### config.mk
export PLATFORM = sky130hd
export DESIGN_NAME = mpl_supervisor
export DESIGN_NICKNAME = d
export VERILOG_FILES = /design/src/mpl_pkg.sv /design/src/mpl_supervisor.sv
export SDC_FILE = /design/constraint.sdc
export NUM_CORES = 1
export LEC_CHECK = 0
export ABC_AREA = 1
export BUFFER_PORTS_ARGS = -buffer_cell sky130_fd_sc_hd__buf_2
export CORE_MARGIN = 3
export CORE_UTILIZATION = 60
export CTS_CLUSTER_SIZE = 24
export DETAILED_ROUTE_END_ITERATION = 12
export GPL_TIMING_DRIVEN = 0
export PLACE_DENSITY = 0.76
export SKIP_CTS_REPAIR_TIMING = 1
export SLEW_MARGIN = 0
export SYNTH_ARGS = -nofsm -noshare
export SYNTH_HDL_FRONTEND = slang
export SYNTH_SLANG_ARGS = --single-unit
### constraint.sdc
create_clock -name pclk -period 7 [get_ports pclk]
set_clock_uncertainty 0.1 [all_clocks]
set_input_delay 0.7 -clock pclk [delete_from_list [all_inputs] [get_ports pclk]]
set_output_delay 0.7 -clock pclk [all_outputs]
set_load 0.1 [all_outputs]
### src/mpl_pkg.sv
// constants shared by the motor protection and lockout supervisor
`default_nettype none
package mpl_pkg;
  // apb register byte offsets
  localparam logic [7:0] MPL_OFF_MASK = 8'h00;
  localparam logic [7:0] MPL_OFF_CFG = 8'h04;
  localparam logic [7:0] MPL_OFF_CTRL = 8'h08;
  localparam logic [7:0] MPL_OFF_STATUS = 8'h0C;
  localparam logic [7:0] MPL_OFF_COAST_RD = 8'h10;
  localparam logic [7:0] MPL_OFF_STARTS_RD = 8'h14;
  localparam logic [7:0] MPL_OFF_INTERVAL_RD = 8'h18;
  localparam logic [7:0] MPL_OFF_RTC = 8'h1C;

  // protection_enable_mask
  localparam logic [7:0] MPL_MASK_RESET = 8'h7E;
  localparam logic [7:0] MPL_MASK_MIN = 8'h01;
  localparam logic [7:0] MPL_MASK_MAX = 8'h7F;
  localparam int MPL_BIT_ROT_EN = 0;
  localparam int MPL_BIT_SEQ_ABC = 1;
  localparam int MPL_BIT_PCL_EN = 2;
  localparam int MPL_BIT_SCR_EN = 3;
  localparam int MPL_BIT_SHUNT_EN = 4;
  localparam int MPL_BIT_PTC_EN = 5;
  localparam int MPL_BIT_LINE_EN = 6;

  // configuration register, one setting per byte lane
  localparam int MPL_CFG_GFD_LSB = 0;
  localparam int MPL_CFG_COAST_LSB = 8;
  localparam int MPL_CFG_SPH_LSB = 16;
  localparam int MPL_CFG_MSI_LSB = 24;
  localparam logic [5:0] MPL_GFD_RESET = 6'h02;
  localparam logic [5:0] MPL_GFD_MIN = 6'h01;
  localparam logic [5:0] MPL_MINUTES_MAX = 6'h3C;
  localparam logic [5:0] MPL_GFD_MAX = 6'h3C;
  localparam logic [3:0] MPL_SPH_MAX = 4'hA;

  // control register bits
  localparam int MPL_CTRL_CLEAR = 0;
  localparam int MPL_CTRL_TRIP_RESET = 1;

  // trip vector and status layout
  localparam int MPL_TRIP_ROT = 0;
  localparam int MPL_TRIP_GF = 1;
  localparam int MPL_TRIP_PCL = 2;
  localparam int MPL_TRIP_SHUNT = 3;
  localparam int MPL_TRIP_PTC = 4;
  localparam int MPL_TRIPS = 5;
  localparam int MPL_ST_LINE = 5;
  localparam int MPL_ST_COAST = 8;
  localparam int MPL_ST_SPH = 9;
  localparam int MPL_ST_MSI = 10;
  localparam int MPL_ST_SCR = 11;
  localparam int MPL_ST_RUN = 12;
  localparam int MPL_RD_WIN_LSB = 16;

  // timing
  localparam longint MPL_CLK_HZ = 125000000;
  localparam longint MPL_TICK_PERIOD_S = 1;
  localparam int unsigned MPL_TICK_CYCLES = 32'(MPL_CLK_HZ * MPL_TICK_PERIOD_S);
  localparam logic [31:0] MPL_SEC_PER_MIN = 32'h0000003C;
  localparam logic [31:0] MPL_WINDOW_S = 32'h00000E10;
  localparam logic [1:0] MPL_PCL_DELAY_S = 2'h3;
endpackage : mpl_pkg
`default_nettype wire

### src/mpl_supervisor.sv
// motor protection and restart lockout supervisor with apb registers
//
// The implementer's own choices: the placing of the registers and register access over APB.
`default_nettype none
module mpl_supervisor #(
  parameter int unsigned TICK_CYCLES = mpl_pkg::MPL_TICK_CYCLES
) (
  // clock and reset
  input wire logic pclk,
  input wire logic presetn,
  // apb slave
  input wire logic [7:0] paddr,
  input wire logic psel,
  input wire logic penable,
  input wire logic pwrite,
  input wire logic [31:0] pwdata,
  input wire logic [3:0] pstrb,
  output logic [31:0] prdata,
  output logic pready,
  output logic pslverr,
  // start control and unit state
  input wire logic start_cmd,
  input wire logic two_wire_mode,
  input wire logic unit_running,
  input wire logic unit_bypass,
  input wire logic unit_accelerating,
  // line sensing
  input wire logic ground_over_level,
  input wire logic rotation_valid,
  input wire logic rotation_is_abc,
  input wire logic [2:0] phase_current_low,
  input wire logic [2:0] phase_current_flow,
  input wire logic scr_drop_absent,
  input wire logic ptc_over,
  input wire logic ptc_open,
  input wire logic [2:0] line_voltage_ok,
  // outputs
  output logic motor_run,
  output logic trip,
  output logic shunt_trip,
  output logic line_phase_loss,
  output logic lockout,
  output logic restart_inhibit
);

  typedef struct packed {
    logic [31:0] prescale;
    logic tick;
    logic [31:0] rtc;
    logic [7:0] mask;
    logic [5:0] gf_delay;
    logic [5:0] coast_min;
    logic [3:0] sph_limit;
    logic [5:0] interval_min;
    logic [5:0] gf_secs;
    logic [1:0] pcl_secs;
    logic start_d;
    logic run;
    logic [mpl_pkg::MPL_TRIPS-1:0] trips;
    logic line_trip;
    logic scr_lock;
    logic coast_armed;
    logic [31:0] stop_stamp;
    logic win_active;
    logic [31:0] win_stamp;
    logic [3:0] start_count;
    logic interval_armed;
    logic [31:0] start_stamp;
    logic [31:0] prdata;
    logic pready;
    logic pslverr;
    logic trip;
    logic shunt_trip;
    logic lockout;
    logic restart_inhibit;
  } mpl_state_t;

  mpl_state_t st;
  mpl_state_t next_st;

  function automatic logic [31:0] mpl_min_to_s(input logic [5:0] m);
    mpl_min_to_s = 32'(m) * mpl_pkg::MPL_SEC_PER_MIN;
  endfunction : mpl_min_to_s

  // wrap-safe elapsed seconds against the real-time base
  function automatic logic [31:0] mpl_elapsed(input logic [31:0] now, input logic [31:0] stamp);
    mpl_elapsed = now - stamp;
  endfunction : mpl_elapsed

  function automatic logic [31:0] mpl_remain(input logic [31:0] total, input logic [31:0] el);
    mpl_remain = (el < total) ? (total - el) : 32'h00000000;
  endfunction : mpl_remain

  logic unit_off;
  logic apb_setup;
  logic apb_write;
  logic [31:0] coast_left;
  logic [31:0] win_left;
  logic [31:0] interval_left;
  logic coast_lk;
  logic sph_lk;
  logic msi_lk;
  logic lock_any;
  logic tripped;
  logic start_req;
  logic start_ok;
  logic trip_reset;
  logic emerg_clear;
  logic [31:0] status_word;

  always_comb begin
    next_st = st;
    unit_off = ~unit_running & ~unit_bypass & ~st.run;
    apb_setup = psel & ~penable;
    apb_write = psel & penable & pwrite & st.pready;

    // one-second tick and real-time base
    next_st.tick = 1'b0;
    if (st.prescale == 32'(TICK_CYCLES - 1)) begin
      next_st.prescale = 32'h00000000;
      next_st.tick = 1'b1;
    end else begin
      next_st.prescale = st.prescale + 32'h00000001;
    end
    if (st.tick) begin
      next_st.rtc = st.rtc + 32'h00000001;
    end

    // lockout evaluation against the time base
    coast_left = mpl_remain(mpl_min_to_s(st.coast_min), mpl_elapsed(st.rtc, st.stop_stamp));
    win_left = mpl_remain(mpl_pkg::MPL_WINDOW_S, mpl_elapsed(st.rtc, st.win_stamp));
    interval_left = mpl_remain(mpl_min_to_s(st.interval_min),
                               mpl_elapsed(st.rtc, st.start_stamp));
    coast_lk = (st.coast_min != 6'h00) && st.coast_armed && (coast_left != 32'h00000000);
    // a further start would exceed the limit, so it is refused
    sph_lk = (st.sph_limit != 4'h0) && st.win_active && (st.start_count >= st.sph_limit);
    msi_lk = (st.interval_min != 6'h00) && st.interval_armed &&
             (interval_left != 32'h00000000);
    lock_any = coast_lk | sph_lk | msi_lk | st.scr_lock;
    tripped = (|st.trips) | st.line_trip;

    // hour window closes one hour after the start that opened it
    if (st.win_active && (win_left == 32'h00000000)) begin
      next_st.win_active = 1'b0;
      next_st.start_count = 4'h0;
    end

    // software controls
    trip_reset = apb_write && (paddr == mpl_pkg::MPL_OFF_CTRL) && pstrb[0] &&
                 pwdata[mpl_pkg::MPL_CTRL_TRIP_RESET];
    emerg_clear = apb_write && (paddr == mpl_pkg::MPL_OFF_CTRL) && pstrb[0] &&
                  pwdata[mpl_pkg::MPL_CTRL_CLEAR];
    if (trip_reset) begin
      next_st.trips = '0;
    end
    if (emerg_clear) begin
      next_st.coast_armed = 1'b0;
      next_st.win_active = 1'b0;
      next_st.start_count = 4'h0;
      next_st.interval_armed = 1'b0;
      next_st.scr_lock = 1'b0;
    end

    // start handling: maintained level restarts when lockouts lapse
    next_st.start_d = start_cmd;
    start_req = two_wire_mode ? start_cmd : (start_cmd & ~st.start_d);
    start_ok = start_req & ~st.run & ~lock_any & ~tripped;
    if (start_ok) begin
      next_st.run = 1'b1;
      next_st.pcl_secs = 2'h0;
      next_st.start_stamp = st.rtc;
      next_st.interval_armed = 1'b1;
      if (st.win_active && (win_left != 32'h00000000)) begin
        next_st.start_count = st.start_count + 4'h1;
      end else begin
        next_st.win_active = 1'b1;
        next_st.win_stamp = st.rtc;
        next_st.start_count = 4'h1;
      end
    end else if (st.run && (~start_cmd || tripped)) begin
      next_st.run = 1'b0;
      next_st.stop_stamp = st.rtc;
      next_st.coast_armed = 1'b1;
    end

    // ground fault qualification, strictly longer than the delay
    if (!ground_over_level) begin
      next_st.gf_secs = 6'h00;
    end else if (st.tick && (st.gf_secs != 6'h3F)) begin
      next_st.gf_secs = st.gf_secs + 6'h01;
    end
    if (ground_over_level && (st.gf_secs > st.gf_delay)) begin
      next_st.trips[mpl_pkg::MPL_TRIP_GF] = 1'b1;
    end

    // rotation check; sequence bit only matters when enabled
    if (st.mask[mpl_pkg::MPL_BIT_ROT_EN] && rotation_valid &&
        (rotation_is_abc != st.mask[mpl_pkg::MPL_BIT_SEQ_ABC])) begin
      next_st.trips[mpl_pkg::MPL_TRIP_ROT] = 1'b1;
    end

    // running phase current loss three seconds after the start
    if (st.run && st.tick && (st.pcl_secs != mpl_pkg::MPL_PCL_DELAY_S)) begin
      next_st.pcl_secs = st.pcl_secs + 2'h1;
    end
    if (st.mask[mpl_pkg::MPL_BIT_PCL_EN] && st.run &&
        (st.pcl_secs == mpl_pkg::MPL_PCL_DELAY_S) && (|phase_current_low)) begin
      next_st.trips[mpl_pkg::MPL_TRIP_PCL] = 1'b1;
    end

    // shorted scr only visible with the unit off; blocks the next start
    if (st.mask[mpl_pkg::MPL_BIT_SCR_EN] && unit_off && scr_drop_absent) begin
      next_st.scr_lock = 1'b1;
    end

    // current while off means welded or shorted path upstream
    if (st.mask[mpl_pkg::MPL_BIT_SHUNT_EN] && unit_off && (|phase_current_flow)) begin
      next_st.trips[mpl_pkg::MPL_TRIP_SHUNT] = 1'b1;
    end

    // thermistor
    if (st.mask[mpl_pkg::MPL_BIT_PTC_EN] && (ptc_over || ptc_open)) begin
      next_st.trips[mpl_pkg::MPL_TRIP_PTC] = 1'b1;
    end

    // line phase loss follows the line, no latch
    next_st.line_trip = st.mask[mpl_pkg::MPL_BIT_LINE_EN] && ~unit_accelerating &&
                        ~(&line_voltage_ok);

    // register writes
    if (apb_write && (paddr == mpl_pkg::MPL_OFF_MASK) && pstrb[0] &&
        (pwdata[7:0] >= mpl_pkg::MPL_MASK_MIN) && (pwdata[7:0] <= mpl_pkg::MPL_MASK_MAX)) begin
      next_st.mask = pwdata[7:0];
    end
    if (apb_write && (paddr == mpl_pkg::MPL_OFF_CFG)) begin
      if (pstrb[0] && (pwdata[mpl_pkg::MPL_CFG_GFD_LSB +: 6] >= mpl_pkg::MPL_GFD_MIN) &&
          (pwdata[mpl_pkg::MPL_CFG_GFD_LSB +: 6] <= mpl_pkg::MPL_GFD_MAX)) begin
        next_st.gf_delay = pwdata[mpl_pkg::MPL_CFG_GFD_LSB +: 6];
      end
      if (pstrb[1] && (pwdata[mpl_pkg::MPL_CFG_COAST_LSB +: 6] <= mpl_pkg::MPL_MINUTES_MAX)) begin
        next_st.coast_min = pwdata[mpl_pkg::MPL_CFG_COAST_LSB +: 6];
      end
      if (pstrb[2] && (pwdata[mpl_pkg::MPL_CFG_SPH_LSB +: 4] <= mpl_pkg::MPL_SPH_MAX)) begin
        next_st.sph_limit = pwdata[mpl_pkg::MPL_CFG_SPH_LSB +: 4];
      end
      if (pstrb[3] && (pwdata[mpl_pkg::MPL_CFG_MSI_LSB +: 6] <= mpl_pkg::MPL_MINUTES_MAX)) begin
        next_st.interval_min = pwdata[mpl_pkg::MPL_CFG_MSI_LSB +: 6];
      end
    end
    // battery-backed time restored by software after power-up
    if (apb_write && (paddr == mpl_pkg::MPL_OFF_RTC) && (&pstrb)) begin
      next_st.rtc = pwdata;
    end

    // read path, captured in the setup cycle; zero-wait access phase
    status_word = 32'h00000000;
    status_word[mpl_pkg::MPL_TRIPS-1:0] = st.trips;
    status_word[mpl_pkg::MPL_ST_LINE] = st.line_trip;
    status_word[mpl_pkg::MPL_ST_COAST] = coast_lk;
    status_word[mpl_pkg::MPL_ST_SPH] = sph_lk;
    status_word[mpl_pkg::MPL_ST_MSI] = msi_lk;
    status_word[mpl_pkg::MPL_ST_SCR] = st.scr_lock;
    status_word[mpl_pkg::MPL_ST_RUN] = st.run;
    next_st.pready = apb_setup;
    next_st.pslverr = 1'b0;
    next_st.prdata = 32'h00000000;
    if (apb_setup && !pwrite) begin
      case (paddr)
        mpl_pkg::MPL_OFF_MASK: next_st.prdata = {24'h000000, st.mask};
        mpl_pkg::MPL_OFF_CFG: next_st.prdata = {2'h0, st.interval_min, 4'h0, st.sph_limit,
                                                2'h0, st.coast_min, 2'h0, st.gf_delay};
        mpl_pkg::MPL_OFF_CTRL: next_st.prdata = 32'h00000000;
        mpl_pkg::MPL_OFF_STATUS: next_st.prdata = status_word;
        mpl_pkg::MPL_OFF_COAST_RD: next_st.prdata = coast_lk ? coast_left : 32'h00000000;
        mpl_pkg::MPL_OFF_STARTS_RD: next_st.prdata = {4'h0,
            (st.win_active ? win_left[11:0] : 12'h000), 12'h000, st.start_count};
        mpl_pkg::MPL_OFF_INTERVAL_RD: next_st.prdata = msi_lk ? interval_left : 32'h00000000;
        mpl_pkg::MPL_OFF_RTC: next_st.prdata = st.rtc;
        default: next_st.pslverr = 1'b1;
      endcase
    end else if (apb_setup) begin
      case (paddr)
        mpl_pkg::MPL_OFF_MASK, mpl_pkg::MPL_OFF_CFG, mpl_pkg::MPL_OFF_CTRL,
        mpl_pkg::MPL_OFF_STATUS, mpl_pkg::MPL_OFF_COAST_RD, mpl_pkg::MPL_OFF_STARTS_RD,
        mpl_pkg::MPL_OFF_INTERVAL_RD, mpl_pkg::MPL_OFF_RTC: next_st.pslverr = 1'b0;
        default: next_st.pslverr = 1'b1;
      endcase
    end

    // registered summary outputs
    next_st.trip = (|next_st.trips) | next_st.line_trip;
    next_st.shunt_trip = next_st.trips[mpl_pkg::MPL_TRIP_SHUNT];
    next_st.lockout = lock_any;
    next_st.restart_inhibit = lock_any | tripped;
  end

  always_ff @(posedge pclk or negedge presetn) begin
    if (!presetn) begin
      st <= '0;
      st.mask <= mpl_pkg::MPL_MASK_RESET;
      st.gf_delay <= mpl_pkg::MPL_GFD_RESET;
    end else begin
      st <= next_st;
    end
  end

  assign prdata = st.prdata;
  assign pready = st.pready;
  assign pslverr = st.pslverr;
  assign motor_run = st.run;
  assign trip = st.trip;
  assign shunt_trip = st.shunt_trip;
  assign line_phase_loss = st.line_trip;
  assign lockout = st.lockout;
  assign restart_inhibit = st.restart_inhibit;
endmodule : mpl_supervisor
`default_nettype wire

# Word-level counts from Yosys, hierarchy flattened
# Memory sizes are Yosys's and may differ from the RTL's.
# Cells that the tools add are included.
# classes
muxes	40
n_mul	2
reduce_logical	73
order_cmp	12
bitwise_logic	28
eq_ne	13
add_sub_neg	11
# op_table
op	n
two-way mux 32 bit	9
one-hot mux 32 bit (7 select lines)	1
two-way mux 33 bit	3
nonzero test 32 bit	3
subtractor 32 bit	3
two-way mux 70 bit	1
adder 32 x 1 -> 32 bit (second input constant)	2
less-than comparator 32 x 12 -> 1 bit	2
subtractor 12 x 32 -> 32 bit	2
logical AND 1 bit	42
== test 32 x 27 -> 1 bit (second input constant)	1
== test 8 x 5 -> 1 bit (second input constant)	4
zero test 32 bit	1
less-than comparator 32 x 12 -> 1 bit (second input constant)	1
subtractor 12 x 32 -> 32 bit (first input constant)	1
multiplier 6 x 4 -> 10 bit (second input constant)	2
<= comparator 6 bit (second input constant)	3
== test 8 x 4 -> 1 bit (second input constant)	2
two-way mux 1 bit	16
two-way mux 12 bit	1
two-way mux 6 bit	2
inverter 1 bit	12
AND reduction 2 bit	6
nonzero test 6 bit	2
other kinds (32)	57
# word_totals
output_inout_bits	40
rom_bits	32
register_bits	253
word_cells	209
mem_count	1
# memory_table
name	depth	width	read_ports	rd_ports_with_merged_regs	wr	line_no	rtl
(name not given)	32	1	1	0	0	mpl_supervisor.sv:282	case (paddr)

# Logic depth before layout (Yosys ltp)
# logic_depth
depth_word	13
ltp_mapped	33
mapped_depth_nobuf	32

# Worst setup path before layout
# No wires, ideal clock.
# synth_path
path_type	reg-to-reg
startpoint	register st[161] (netlist name)
endpoint	register st[76] (netlist name)
path_slack_ns	2.035
setup_time_ns	0.118
synth_period_minus_slack_ns	4.965
t_arrival_ns	4.747
stages_incl_launch_ff	34
path_cell_list	dfrtp_1 > inv_1 > fa_1 > fa_1 > inv_1 > ha_1 > a21oi_1 > nand2_1 > a21oi_1 > inv_1 > a21oi_1 > o21ai_0 > a21oi_1 > xnor2_1 > ha_1 > nand2_1 > inv_1 > nand3_1 > nor2_1 > nand3_1 > nand2_1 > inv_1 > nand3_1 > nor2_2 > buf_6 > o41ai_1 > nand4_1 > nand2_1 > inv_1 > nor2_1 > nand4_4 > buf_6 > nand2_1 > nand2_1
# synth_between
elab_chain_cells	11
elab_cells_between_ends	14
cone_classes	1 x add/sub; 1 x mul; 1 x order compare; 1 x mux; 5 x bitwise; 5 x reduce/logical
# synth_rtl
element	line_no	rtl
from (decl)	mpl_supervisor.sv:78	mpl_state_t st;
from (signal assigned)	mpl_supervisor.sv:303	st <= next_st;
multiplier 6 x 4 -> 10 bit	mpl_supervisor.sv:82	mpl_min_to_s = 32'(m) * mpl_pkg::MPL_SEC_PER_MIN;
subtractor 12 x 32 -> 32 bit / less-than comparator 32 x 12 -> 1 bit (equally long branches)	mpl_supervisor.sv:91	mpl_remain = (el < total) ? (total - el) : 32'h00000000;
two-way mux 32 bit	mpl_supervisor.sv:91	
nonzero test 32 bit	mpl_supervisor.sv:138	(interval_left != 32'h00000000);
logical AND 1 bit (*)	mpl_supervisor.sv:137	msi_lk = (st.interval_min != 6'h00) && st.interval_armed &&
OR 1 bit (*) (2 in a row)	mpl_supervisor.sv:139	lock_any = coast_lk | sph_lk | msi_lk | st.scr_lock;
inverter 1 bit (*)	mpl_supervisor.sv:167	start_ok = start_req & ~st.run & ~lock_any & ~tripped;
AND 1 bit (*) (2 in a row)	mpl_supervisor.sv:167	
AND reduction 2 bit (no source line) (*)	--	
# Every way passes the cells marked *; elsewhere a longest branch is shown, timed or not.
# A chain may end at the register's enable or synchronous reset.

# Worst setup path in the final report
# layout_path
startpoint	register st[161] (netlist name)
endpoint	register st[104] (netlist name)
# The elaborated chain is that of the path after synthesis.

==> metrics.md <==
| Metric | Value |
|---|---|
| CTS tree | `done` |
| Layout cell share with drive strength beyond 1 | `under 10%` |
| Worst VDD drop | `about 0.17 mV` |
| Hpwl dp | `roughly 57,000 um` |
| PnR worst setup slack | `0.6950 ns` |
| Initial antenna violation count | `0` |
| Num rows | `a little under 70` |
| Total clock sinks | `around 250` |
| Vias after detailed routing | `between 20,000 and 25,000` |
| Sequential fraction of the synthesis area | `between 20% and 30%` |
| WL met3 | `7688 um` |
| Layout fillers | `between 3,000 and 4,000` |
| Period minus WS final | `6.305 ns` |
| Clk Latency, worst-skew pair | `around 0.60 ns` |
| DR top layer | `met4` |
| Post-Syn Nets | `3,589` |
| Met2 WL | `29,640 um` |
| First-pass GRT wire length | `approximately 110,000 um` |
| RSZ-0062 raised after global routing | `no` |
| Commonest cells after routing, fill and taps aside | `nand2_1, inv_1, nor2_1` |
| WP data arrival | `around 6.7 ns` |
| Most common cell after layout, fill and taps aside | `nand2_1` |
| GRT overflow | `0` |
| # DRC | `0` |
| Number of global-route vias before repair | `between 20,000 and 25,000` |
| Max clock buf depth | `3` |
| Initial Util | `approximately three fifths` |
| CTS Buf Count | `28` |
| Pleak | `~12 nW` |
| Yosys reg bits | `between 200 and 300` |
| Req. time, crit path | `7.34 ns` |
| Crit-path slowest cell | `fa_1` |
| IO Pins | `109` |
| Crit-path max cell delay | `between 0.5 and 0.6 ns` |
| Nets | `~3,700` |
| Warnings from Yosys | `0` |
| Die H | `just under 200 um` |
| Synthesized area | `~22,000 um^2` |
| Core Region | `35,910 um^2` |
| Final setup viols | `0` |
| Initial drt markers | `2,223` |
| CP Capture Type | `flip-flop` |
| Dpl ws | `between 0.8 and 0.9 ns` |
| H-tree level count | `1` |
| Routed vias/inst | `5.702` |
| Ant diodes | `0` |
| TritonRoute pass-1 iters | `6` |
| CP Launch Type | `flip-flop` |
| Mapped Avg Cell Area | `6.630 um^2` |
| Die Wd | `about 200 um` |
| Port buffer count | `about 110` |
| Largest fanout on the critical path | `10` |
| Multi-input logic area | `~13,000 um^2` |
| Most common flop cell mapped by yosys | `dfrtp_1` |
| Final Max Slew Viols | `0` |
| Post-Synthesis Cells | `roughly 3,300` |
| Slew margin rel. | `22.76%` |
| Synth async-reset ratio | `100.0%` |
| Final WL | `a little over 70,000 um` |
| Die area | `about 39,000 um^2` |
| Largest net degree at the start of global routing | `about 120` |
| Slew at the pin closest to its max-slew limit | `1.148 ns` |
| Placer Congestion | `roughly 1.0` |
| Max Clock Freq | `roughly 0.16 GHz` |
| DR WL/cell | `approximately 18 um` |
| EDFF count, synth | `0` |
| Yosys cell types | `60` |
| Family with the most delay on the worst path | `simple AND/OR/NAND/NOR gates` |
| Clk slew on worst S/H paths | `~0.060 ns` |
| WL met1 | `around 31,000 um` |
| PwrDens | `around 130 nW/um^2` |
| Worst Hold Class | `primary input to flip-flop` |
| Area grow syn2layout | `9.601%` |
| CP Class | `flip-flop to flip-flop` |
| Register Area | `~6300 um^2` |
| CP Buf/Inv Count | `8` |
| Max-cap violations | `0` |
| Global Route Usage Sum | `about 36%` |
| Fin. Hold Viols | `0` |
| Final setup TNS | `0 ns` |
| ANT nets after route | `0` |
| Final period utilization | `around 90%` |
| Clock Tree Root | `clkbuf_16` |
| Status | `completed` |
flip-flops by register name (all words and copies together) (netlist names):
signal           flops
st                 213
prdata              32
line_phase_loss      1
lockout              1
motor_run            1
pready               1
pslverr              1
restart_inhibit      1
trip                 1
routing by layer:
metal | vias to the layer above | track usage (%)
met5 | - | 0
met4 | 0 | 11.53
met3 | 187 | 7.095
met2 | 1110 | 54.41
met1 | 10370 | 51.34
li1 | 10900 | -
Yosys cell counts (all sizes together) (4+ instances only):
| cell type | count | area (um^2) |
|---|---|---|
| clkbuf | 35 | 135.1 |
| nor3 | 70 | 360.3 |
| o21bai | 11 | 82.58 |
| o22ai | 10 | 62.56 |
| a31oi | 13 | 81.33 |
| and2 | 4 | 25.02 |
| a221oi | 7 | 61.31 |
| xnor2 | 41 | 359.1 |
| nand3b | 17 | 127.6 |
| nand2 | 967 | 3645 |
| a21boi | 5 | 37.54 |
| dfstp | 7 | 183.9 |
| fa | 21 | 420.4 |
| nand4 | 91 | 596.8 |
| nor4 | 21 | 131.4 |
| o41ai | 5 | 51.30 |
| nor2 | 273 | 1055 |
| nand3 | 179 | 905.9 |
| o211ai | 22 | 165.2 |
| xor2 | 75 | 679.4 |
| o221ai | 11 | 96.34 |
| a21oi | 158 | 798.3 |
| o21a | 4 | 30.03 |
| inv | 629 | 2361 |
| ha | 163 | 2039 |
| dfrtp | 245 | 6131 |
| o21ai | 182 | 952.2 |
| buf | 49 | 380.4 |
power breakdown:
part	switching (mW)	leakage, nW	internal (mW)
sequential	0.00160	3.19	1.46
combinational	0.0924	8.73	0.0370
clock	0.636	0.456	0.856
cells by family (layout without fill, tap and decap cells):
| group | Yosys count | after routing | synth area share [%] |
|---|---|---|---|
| buffers and inverters | 714 | 874 | 13.02 |
| AND/OR/NAND/NOR | 1630 | 1630 | 31.20 |
| multiplexers | 1 | 1 | 0.04526 |
| adder cells (fa/ha/maj) | 184 | 184 | 11.12 |
| AO/OA/AOI/OAI | 439 | 439 | 11.36 |
| XOR/XNOR | 116 | 116 | 4.696 |
| flip-flops | 252 | 252 | 28.55 |
through the flow:
step	cell area (um^2)	power (mW)	hold WS (ns)	utilization [%]	std cells
after floorplan	22120	1.534	0.3044	-	3336
after global placement	23230	1.606	0.3462	64.69	3905
after detailed placement	23300	1.613	0.3597	64.87	3907
after CTS	24230	3.095	-0.07862	67.46	3956
after global routing	24240	3.159	0.1787	67.49	3957
final	24240	3.082	0.1887	67.49	3957
area by class of cell:
class	count	share of cell area (%)
well taps	461	2.380
clock buffers	39	3.391
multi-input cells	2370	53.31
flip-flops and latches	252	26.05
clock inverters	10	0.4491
inverters	630	9.756
plain buffers	84	2.127
repair buffers	111	2.540
worst reg2reg max path, delay by kind of cell (launching register included):
family	cells	cell delay (ns)
AO/OA/AOI/OAI	6	0.79
XOR/XNOR	1	0.12
adder cells (fa/ha/maj)	4	1.70
buffers and inverters	8	0.95
flip-flops	1	0.43
AND/OR/NAND/NOR	14	2.02
path summary, 6_finish.rpt:
kind / startpoint / to / slack [ns] / cells after the start
worst max register to register: st[161] / st[104] / 0.69 / 33
worst min-delay path: penable / pready / 0.19 / 2
worst max-delay path: st[161] / st[104] / 0.69 / 33
max in group asynchronous: presetn / prdata[27] / 5.32 / 3
min in group asynchronous: presetn / st[135] / 0.52 / 2
worst min register to register: st[98] / st[98] / 0.37 / 2
No activity file was read; power rests on OpenSTA's default activity.
